==> config.mk <==
export PLATFORM = sky130hd
export DESIGN_NAME = bridge_pwm
export DESIGN_NICKNAME = d
export VERILOG_FILES = /design/src/bridge_pwm_pkg.sv /design/src/bridge_pwm.sv
export SDC_FILE = /design/constraint.sdc
export NUM_CORES = 1
export LEC_CHECK = 0
export ABC_AREA = 1
export BUFFER_PORTS_ARGS = -buffer_cell sky130_fd_sc_hd__buf_2
export CORE_MARGIN = 2
export CORE_UTILIZATION = 30
export CTS_CLUSTER_DIAMETER = 200
export DETAILED_ROUTE_END_ITERATION = 10
export SLEW_MARGIN = 20
export SYNTH_ARGS = -nofsm -noshare
export SYNTH_HDL_FRONTEND = slang
export SYNTH_SLANG_ARGS = --single-unit
==> constraint.sdc <==
create_clock -name clock -period 3.7 [get_ports clock]
set_clock_uncertainty 0.1 [all_clocks]
set_input_delay 0.74 -clock clock [delete_from_list [all_inputs] [get_ports clock]]
set_output_delay 0.74 -clock clock [all_outputs]
set_load 0.05 [all_outputs]
==> src/bridge_pwm_pkg.sv <==
// package for the enhanced bridge pwm output stage: register map, fields, resets
// assumes a 32-bit avalon-mm slave with word addressing by byte address
package bridge_pwm_pkg;
    // register byte offsets
    localparam logic [3:0] OFS_CONTROL  = 4'h0;
    localparam logic [3:0] OFS_PERIOD   = 4'h4;
    localparam logic [3:0] OFS_DUTY     = 4'h8;
    localparam logic [3:0] OFS_STATUS   = 4'hc;
    // control register field positions
    localparam int CTL_ENABLE_BIT  = 0;
    localparam int CTL_ARR_LSB     = 1;     // bridge_arrangement_select, 2 bits
    localparam int CTL_POL_LSB     = 4;     // unit_function_polarity_select, 2 bits
    localparam int CTL_PRESC_LSB   = 8;     // prescaler code, 2 bits
    localparam int CTL_OE_LSB      = 12;    // pin_direction_control, 4 bits
    // reset values
    localparam logic [31:0] CONTROL_RST = 32'h0000_0000;
    localparam logic [9:0]  PERIOD_RST  = 10'h3ff;
    localparam logic [9:0]  DUTY_RST    = 10'h000;
    localparam logic [31:0] UNMAPPED_RD = 32'h0000_0000;
    // duty resolution in bits
    localparam int DUTY_BITS = 10;

    // output arrangements, bit 1 of the code is the full-bridge direction
    typedef enum logic [1:0] {
        ARR_SINGLE  = 2'b00,
        ARR_FULL_FW = 2'b01,
        ARR_HALF    = 2'b10,
        ARR_FULL_RV = 2'b11
    } arrangement_e;

    // full-bridge direction sequencer
    typedef enum logic [1:0] {
        DIR_IDLE   = 2'b00,
        DIR_RUN    = 2'b01,
        DIR_TURN   = 2'b10
    } dir_state_e;
endpackage

==> src/bridge_pwm.sv <==
// enhanced bridge pwm output stage with avalon-mm register access
// assumes one clock, synchronous active-low reset, pin drivers outside the block
//
// The register offsets and the Avalon-MM interface to the registers are this design's own decisions.
`timescale 1ns/1ps

module bridge_pwm #(
    parameter int PERIOD_WIDTH = bridge_pwm_pkg::DUTY_BITS
) (
    // clock and reset
    input  wire logic        clock,
    input  wire logic        rst_b,
    // avalon-mm slave
    input  wire logic [3:0]  address,
    input  wire logic        read,
    input  wire logic        write,
    input  wire logic [31:0] writedata,
    input  wire logic [3:0]  byteenable,
    output logic [31:0]      readdata,
    output logic             waitrequest,
    // pwm pins, output enable low while driving
    output logic             pwm_output_a,
    output logic             pwm_output_b,
    output logic             pwm_output_c,
    output logic             pwm_output_d,
    output logic [3:0]       pwm_output_oe_b
);

    typedef struct packed {
        logic [31:0]                    control;
        logic [PERIOD_WIDTH-1:0]        period;
        logic [PERIOD_WIDTH-1:0]        duty;
        logic [PERIOD_WIDTH-1:0]        duty_live;
        logic [PERIOD_WIDTH-1:0]        count;
        logic [7:0]                     presc;
        logic                           running;
        logic                           fw_live;
        bridge_pwm_pkg::dir_state_e     dstate;
        logic [31:0]                    rdata;
        logic                           ack;
        logic                           waitreq;
        logic [3:0]                     pin;
        logic [3:0]                     oe_b;
    } state_s;

    state_s cur_ff;
    state_s nxt_st;

    // decoded control fields
    logic                         enable;
    bridge_pwm_pkg::arrangement_e arr;
    logic [1:0]                   pol;
    logic [1:0]                   presc_code;
    logic [3:0]                   pin_dir;
    logic [7:0]                   presc_lim;
    logic                         presc_tick;
    logic                         period_end;
    logic                         full_mode;
    logic                         want_fw;
    logic                         mod_on;
    logic                         act_ac;
    logic                         act_bd;
    logic [3:0]                   used;
    logic [3:0]                   level;
    logic [31:0]                  wmask;

    // field decode; polarity bit 0 = a/c active low, bit 1 = b/d active low
    // the prescaler divides the system clock before the period timer steps:
    //   code 0 steps every clock, code 1 every 4, code 2 every 16, code 3 every 64
    // the prescaler keeps running while the stage is disabled, so the first
    // period after enable may start at any phase of it; the stage waits for
    // the wrap anyway, so no short first pulse can reach a pin
    // a code change in mid-period takes effect at once; a prescale count that is
    // already above the new limit simply ticks on the next clock
    always_comb begin
        enable     = cur_ff.control[bridge_pwm_pkg::CTL_ENABLE_BIT];
        arr        = bridge_pwm_pkg::arrangement_e'(
                         cur_ff.control[bridge_pwm_pkg::CTL_ARR_LSB +: 2]);
        pol        = cur_ff.control[bridge_pwm_pkg::CTL_POL_LSB +: 2];
        presc_code = cur_ff.control[bridge_pwm_pkg::CTL_PRESC_LSB +: 2];
        pin_dir    = cur_ff.control[bridge_pwm_pkg::CTL_OE_LSB +: 4];
        full_mode  = arr[0];
        want_fw    = (arr == bridge_pwm_pkg::ARR_FULL_FW);
        // prescale of 1, 4, 16 or 64 system clocks per timer step
        case (presc_code)
            2'b00:   presc_lim = 8'h00;
            2'b01:   presc_lim = 8'h03;
            2'b10:   presc_lim = 8'h0f;
            default: presc_lim = 8'h3f;
        endcase
        presc_tick = (cur_ff.presc >= presc_lim);
        period_end = presc_tick && (cur_ff.count >= cur_ff.period);
    end

    // byte-enable write mask
    always_comb begin
        for (int i = 0; i < 4; i++) begin
            wmask[i*8 +: 8] = {8{byteenable[i]}};
        end
    end

    // waveform levels before polarity: ac = held leg, bd = modulated leg
    // single: a carries the pulse, b c d are released to other pin functions
    // half: a carries the pulse, b is its complement while running; no dead band,
    //   so a half-bridge user with slow switch turn-off must add it outside
    // full: one held leg and one modulated leg on opposite sides of the bridge;
    //   only the modulated output switches in the run state, which is why no dead band is needed there
    // levels are computed here and registered in the pin flops, so every pin
    // change appears one clock after the state that causes it
    always_comb begin
        mod_on = cur_ff.running && (cur_ff.dstate == bridge_pwm_pkg::DIR_RUN)
                 && (cur_ff.count < cur_ff.duty_live);
        used   = 4'h0;
        level  = 4'h0;
        act_ac = 1'b0;
        act_bd = 1'b0;
        case (arr)
            bridge_pwm_pkg::ARR_SINGLE: begin
                used  = 4'b0001;
                level = {3'b000, mod_on};
            end
            bridge_pwm_pkg::ARR_HALF: begin
                used  = 4'b0011;
                level = {2'b00, ~mod_on & cur_ff.running, mod_on};
            end
            default: begin
                used  = 4'b1111;
                // held leg follows the live direction, swapped at turn start
                act_ac = cur_ff.running;
                act_bd = mod_on; // modulated leg inactive during turn
                if (cur_ff.fw_live) begin
                    level = {act_bd, 1'b0, 1'b0, act_ac}; // d mod, a held
                end else begin
                    level = {1'b0, act_ac, act_bd, 1'b0}; // c held, b mod
                end
                // direct switching with no dead-band delay
            end
        endcase
    end

    // next-state logic: bus slave, timer, direction sequencer, pins
    always_comb begin
        nxt_st     = cur_ff;
        nxt_st.ack = 1'b0;
        // bus slave timing, as the master sees it:
        //   cycle 0: request arrives, waitrequest still high from idle
        //   cycle 1: ack flop set, waitrequest low, read data standing
        //   edge ending cycle 1: a write lands and the master lets go
        // a request still held after that edge starts over with waitrequest high,
        // so back-to-back transfers take two cycles each
        // unmapped reads give zero, unmapped writes are dropped; there is no error
        if ((read || write) && !cur_ff.ack) begin
            nxt_st.ack = 1'b1;
            // writes leave readdata alone so it only moves on a read answer
            if (read) begin
                case (address)
                    bridge_pwm_pkg::OFS_CONTROL: nxt_st.rdata = cur_ff.control;
                    bridge_pwm_pkg::OFS_PERIOD:
                        nxt_st.rdata = 32'(cur_ff.period);
                    bridge_pwm_pkg::OFS_DUTY:    nxt_st.rdata = 32'(cur_ff.duty);
                    bridge_pwm_pkg::OFS_STATUS:
                        nxt_st.rdata = 32'({cur_ff.count, cur_ff.fw_live,
                                            cur_ff.dstate[1], cur_ff.running});
                    default:                     nxt_st.rdata = bridge_pwm_pkg::UNMAPPED_RD;
                endcase
            end
        end
        // a write lands only at the accepting edge, never while waitrequest is high
        if (write && cur_ff.ack) begin
            begin
                case (address)
                    bridge_pwm_pkg::OFS_CONTROL:
                        nxt_st.control = (cur_ff.control & ~wmask) | (writedata & wmask);
                    bridge_pwm_pkg::OFS_PERIOD:
                        nxt_st.period = PERIOD_WIDTH'((32'(cur_ff.period) & ~wmask)
                                                     | (writedata & wmask));
                    bridge_pwm_pkg::OFS_DUTY:
                        nxt_st.duty = PERIOD_WIDTH'((32'(cur_ff.duty) & ~wmask)
                                                   | (writedata & wmask));
                    default: ;
                endcase
            end
        end
        // registered so the pin comes straight from a flop; high while idle,
        // which the avalon protocol allows for a slave with a fixed wait state
        nxt_st.waitreq = ~nxt_st.ack;

        // prescaled period timer
        // the count runs from zero up to the period value and wraps, so a
        // period value of p gives p+1 timer steps per pwm period
        nxt_st.presc = presc_tick ? 8'h00 : cur_ff.presc + 8'h01;
        if (presc_tick) begin
            nxt_st.count = period_end ? '0 : cur_ff.count + PERIOD_WIDTH'(1);
        end

        // direction sequencer and enable gating
        // idle: waits for a period wrap after enable, then latches duty and runs
        // run: duty is relatched at every wrap so a new duty never cuts a pulse
        // turn: entered the clock after the direction bit flips in full-bridge;
        //   the modulated leg is held off and the held leg already swapped, and
        //   modulation restarts only at the next wrap
        // limitation: a reversal at high duty can still shoot through a slow
        //   bridge; software is expected to lower duty for one period first
        // clearing enable drops straight back to idle with all legs inactive
        if (!enable) begin
            nxt_st.running = 1'b0;
            nxt_st.dstate  = bridge_pwm_pkg::DIR_IDLE;
        end else begin
            case (cur_ff.dstate)
                bridge_pwm_pkg::DIR_IDLE: begin
                    if (period_end) begin // wait for a fresh period
                        nxt_st.running   = 1'b1;
                        nxt_st.fw_live   = want_fw;
                        nxt_st.duty_live = cur_ff.duty;
                        nxt_st.dstate    = bridge_pwm_pkg::DIR_RUN;
                    end
                end
                bridge_pwm_pkg::DIR_RUN: begin
                    if (full_mode && (want_fw != cur_ff.fw_live)) begin
                        // kill the modulated leg and swap held leg now
                        nxt_st.fw_live = want_fw;
                        nxt_st.dstate  = bridge_pwm_pkg::DIR_TURN;
                    end else if (period_end) begin
                        nxt_st.duty_live = cur_ff.duty;
                    end
                end
                bridge_pwm_pkg::DIR_TURN: begin
                    if (period_end) begin // resume at next period start
                        nxt_st.duty_live = cur_ff.duty;
                        nxt_st.dstate    = bridge_pwm_pkg::DIR_RUN;
                    end
                end
                default: nxt_st.dstate = bridge_pwm_pkg::DIR_IDLE;
            endcase
        end

        // pins: apply polarity, release unused ones
        nxt_st.pin  = level ^ {pol[1], pol[0], pol[1], pol[0]};
        nxt_st.oe_b = ~(used & pin_dir); // pin enabled only when software sets it
    end

    // state register
    // reset leaves every pin released and inactive, the bus idle with
    // waitrequest high, and the timer at zero so the first period is full
    always_ff @(posedge clock) begin
        if (!rst_b) begin
            cur_ff           <= '0;
            cur_ff.control   <= bridge_pwm_pkg::CONTROL_RST;
            cur_ff.period    <= PERIOD_WIDTH'(bridge_pwm_pkg::PERIOD_RST);
            cur_ff.duty      <= PERIOD_WIDTH'(bridge_pwm_pkg::DUTY_RST);
            cur_ff.dstate    <= bridge_pwm_pkg::DIR_IDLE;
            cur_ff.oe_b      <= 4'hf;
            cur_ff.waitreq   <= 1'b1;
        end else begin
            cur_ff <= nxt_st;
        end
    end

    // outputs straight from the state flops
    // nothing here is decoded after the flops, so pin timing does not depend
    // on the bus or on the arrangement logic settling
    assign readdata        = cur_ff.rdata;
    assign waitrequest     = cur_ff.waitreq;
    assign pwm_output_a    = cur_ff.pin[0];
    assign pwm_output_b    = cur_ff.pin[1];
    assign pwm_output_c    = cur_ff.pin[2];
    assign pwm_output_d    = cur_ff.pin[3];
    assign pwm_output_oe_b = cur_ff.oe_b;

endmodule // bridge_pwm

# --- After elaboration in Yosys (flattened, before gate mapping) ---
# Index checks and enable logic that the tools add are counted.
op_classes:
  n_addsub: 2
  magnitude_cmp: 3
  eq_ne: 14
  mux: 15
  n_bitwise: 15
  n_reduce_logical: 25
op_table:
  columns: ["operator", "n"]
  rows:
  - ["case mux 32 bit (4 select lines)", 1]
  - ["AND 32 bit", 2]
  - ["inverter 32 bit", 1]
  - ["bitwise OR 32 bit", 1]
  - ["2-to-1 mux 10 bit", 3]
  - ["AND 10 bit", 2]
  - ["bitwise OR 10 bit", 2]
  - ["case mux 10 bit (2 select lines)", 1]
  - ["case mux 6 bit (3 select lines)", 1]
  - ["case mux 4 bit (2 select lines)", 2]
  - ["AND reduction 2 bit", 6]
  - ["adder 10 x 1 -> 10 bit (second input constant)", 1]
  - ["greater-or-equal comparator 10 bit", 1]
  - ["less-than comparator 10 bit", 1]
  - ["adder 8 x 1 -> 8 bit (second input constant)", 1]
  - ["== test 4 bit (second input constant)", 2]
  - ["greater-or-equal comparator 8 bit", 1]
  - ["== test 2 x 1 -> 1 bit (second input constant)", 3]
  - ["== test 2 bit (second input constant)", 3]
  - ["logical AND 1 bit", 6]
  - ["zero test 2 bit", 3]
  - ["2-to-1 mux 3 bit", 2]
  - ["inequality test 2 bit (second input constant)", 3]
  - ["case mux 2 bit (3 select lines)", 1]
  - ["19 further kinds", 24]
word_totals:
  reg_bits: 126
  wordCells: 88

# --- Longest topological paths before layout ---
depth:
  word_depth: 7
  depth_mapped: 17
  ltp_nobuf: 16

# --- Least setup slack after synthesis ---
# OpenSTA, ideal clock, no wires.
synth_timing:
  path_type: "input port to flip-flop"
  from: "input port address[1]"
  to: "register (tool-made name)"
  setup_time_ps: 119
  arrival_time_ps: 1664
  t_required_ps: 3481
  path_slack_ps: 1817
  stages: 7
  path_cell_list: "nor2_4 > nand3_1 > nor3_2 > inv_1 > buf_2 > o21ai_0 > a21oi_1"
synth_lines:
  columns: ["item", "line", "text"]
  rows:
  - ["start, declared", "bridge_pwm.sv:14", "input wire logic [3:0] address,"]

# --- Final worst setup path ---
layout_timing:
  from: "input port rst_b"
  to: "register cur_ff, in the netlist pwm_output_d"
layout_lines:
  columns: ["item", "line", "text"]
  rows:
  - ["start, declared", "bridge_pwm.sv:12", "input wire logic rst_b,"]
  - ["end signal, assigned", "bridge_pwm.sv:255", "cur_ff <= nxt_st;"]
  - ["end, declared", "bridge_pwm.sv:46", "state_s cur_ff;"]
# No word-level cell between the ends.

==> results_dict.tcl <==
set metrics [dict create \
    status "finished, final reports clean" \
    grt_first_pass_wirelength_mm 23.94 \
    initial_utilization_pct 30.41 \
    layout-drive-gt1-share_pct 15.79 \
    crit_arrival_ns 2.55 \
    core-area_um2 19400 \
    yosys_warnings 0 \
    syn_area_um2 5898 \
    root_buffer "clkbuf_16" \
    grt_pass1_vias 4720 \
    cap_violations 0 \
    clock-sinks 126 \
    die_y_um 144.2 \
    fmax_mhz 427.6 \
    cts_tree "built" \
    ys_ff_latch 126 \
    crit_path_top_delay_cell "clkinv_1" \
    netlist_top_cells_area "dfxtp_1 (43%), nand2_1 (11%), nor2_1 (7.3%)" \
    vias 5121 \
    ys_seq_area_share_pct 42.77 \
    drcViolationCount 0 \
    areaGrowthSynthToFinish_pct 16.42 \
    p_leak_nw 3.018 \
    diodes 0 \
    synth_async_sr_flop_share_pct 0 \
    synth_edf_count 0 \
    synth_area_leader_cell "dfxtp_1" \
    final_cell_mix "nand2_1 (174), dfxtp_1 (126), nor2_1 (115)" \
    cts_buffer_depth 2 \
    maxSlewHeadroom_pct 32.25 \
    synth.avg_cell_area_um2 7.391 \
    crit_path_end_kind "register" \
    synthFlopType "dfxtp_1" \
    cp-start-kind "input pin" \
    critPathKind "in -> reg" \
    multi_input_area_um2 2688 \
    fillCellCount 2100 \
    worst_pin_slew_ns 1.010 \
    netlist_instances 798 \
    path_buf_inv 2 \
    grt_overflow 0 \
    vdd_drop_max_mv 0.2986 \
    hold_viol_final 0 \
    rows 51 \
    power_density_nw_per_um2 470.3 \
    routed_wl_mm 15.18 \
    dieArea_um2 20800 \
    ys_types 40 \
    grt_max_degree 49 \
    post-route-min-period_ns 2.339 \
    cts_buffers 17 \
    track_usage_pct 14.82 \
    via_per_inst 4.572 \
    post_cts_buffers 0 \
    register_area_um2 2522 \
    required_ns 3.91 \
    num_io_pins 85 \
    dp.cells 1088 \
    portBuffers 84 \
    cts_htree_levels 4 \
    slowest_delay_ns 0.95 \
    wl_per_cell_um 13.55 \
    cts_resized 0 \
    gp_congestion 0.8616 \
    min-delay-path-class "reg -> reg" \
    antenna_found_initial 0 \
    clk_latency_ns 0.42 \
    netlist.area_leader.share_pct 42.77 \
    dr.pass1.iters 4 \
    rsz0062_at_grt "no" \
    slew_viol_final 0 \
    cp_top_family "buffers and inverters" \
    hold_buffers 0 \
    min_period_over_period_pct 63.20 \
    path_max_fanout 34 \
    place.detailed.hpwl_mm 11.16 \
    fin_nets 913 \
    layoutNonFillerInstCount 1120 \
    syn_nets 869 \
    path_cells "buf_2, clkinv_1, a21oi_1" \
    setup_viol 0 \
    finalSetupTns_ns 0 \
    die_w_um 144.2 \
    postRouteAntennaNets 0 \
    drt-initial-drc-count 350 \
    layout_commonest_cell "nand2_1" \
    clk_pin_slew_ns 0.05 \
]
where the power goes:
part           switching [mW]  internal (mW)
clock                   0.578           1.13
combinational           0.101         0.0417
sequential            0.00949           1.37
through the flow:
step / worst slack [ns] / power, mW / hold slack [ns] / instance area (µm²) / utilization (%)
after floorplan: 1.817 / 1.492 / 0.2679 / 5898 / -
final: 1.361 / 3.229 / 0.3024 / 6867 / 35.40
after CTS: 1.350 / 3.263 / 0.3048 / 6867 / 35.40
after global routing: 1.126 / 3.336 / 0.3296 / 6867 / 35.40
after detailed placement: 0.9718 / 1.549 / 0.2920 / 6261 / 32.28
after global placement: 1.005 / 1.548 / 0.2995 / 6261 / 32.28
cell type report:
class	instances	area share (%)
Clock buffer	27	7.325
Timing Repair Buffer	86	6.341
Multi-Input combinational cell	536	39.14
Clock inverter	5	1.494
Tap cell	265	4.829
Inverter	75	4.136
Sequential cell	126	36.73
cell families after synthesis:
group	Yosys count	share of synthesized area (%)
XOR/XNOR	3	0.4456
AO/OA/AOI/OAI	152	14.11
other	1	0.06358
buffers and inverters	136	11.67
flip-flops	126	42.77
adder cells (fa/ha/maj)	27	5.728
AND/OR/NAND/NOR	353	25.22
metal layers:
layer | routed length, µm | global-route usage [%]
met1 | 7297 | 19.73
met3 | 622 | 3.278
met4 | 263 | 5.621
met5 | 0 | 0
met2 | 6992 | 23.51
synthesized netlist by cell type, types with 2 or more instances:
| library cell | n |
|---|---|
| o22ai_1 | 7 |
| xor2_1 | 2 |
| nor2_4 | 4 |
| a21oi_1 | 65 |
| o211ai_1 | 11 |
| nand2_1 | 174 |
| or2_2 | 2 |
| o2111ai_1 | 5 |
| buf_6 | 4 |
| nand4_1 | 7 |
| buf_4 | 36 |
| ha_1 | 27 |
| nor2_1 | 115 |
| inv_1 | 69 |
| clkbuf_1 | 13 |
| nor3_1 | 10 |
| o21ai_0 | 60 |
| nor3b_1 | 3 |
| clkinv_1 | 2 |
| nor3_2 | 2 |
| nand2_2 | 5 |
| nand3_1 | 23 |
| dfxtp_1 | 126 |
| buf_2 | 8 |
| inv_2 | 3 |
final timing paths:
check | end | cells past startpoint | slack [ns] | from
worst min-delay path | pwm_output_oe_b[0]$_SDFF_PN1_ | 1 | 0.30 | register
worst min register to register | pwm_output_oe_b[0]$_SDFF_PN1_ | 1 | 0.30 | register
worst max register to register | cur_ff[65]$_SDFFE_PN0P_ | 15 | 1.39 | register
worst max-delay path | pwm_output_d$_SDFF_PN0_ | 3 | 1.36 | rst_b
(Power assumes the default switching activity.)
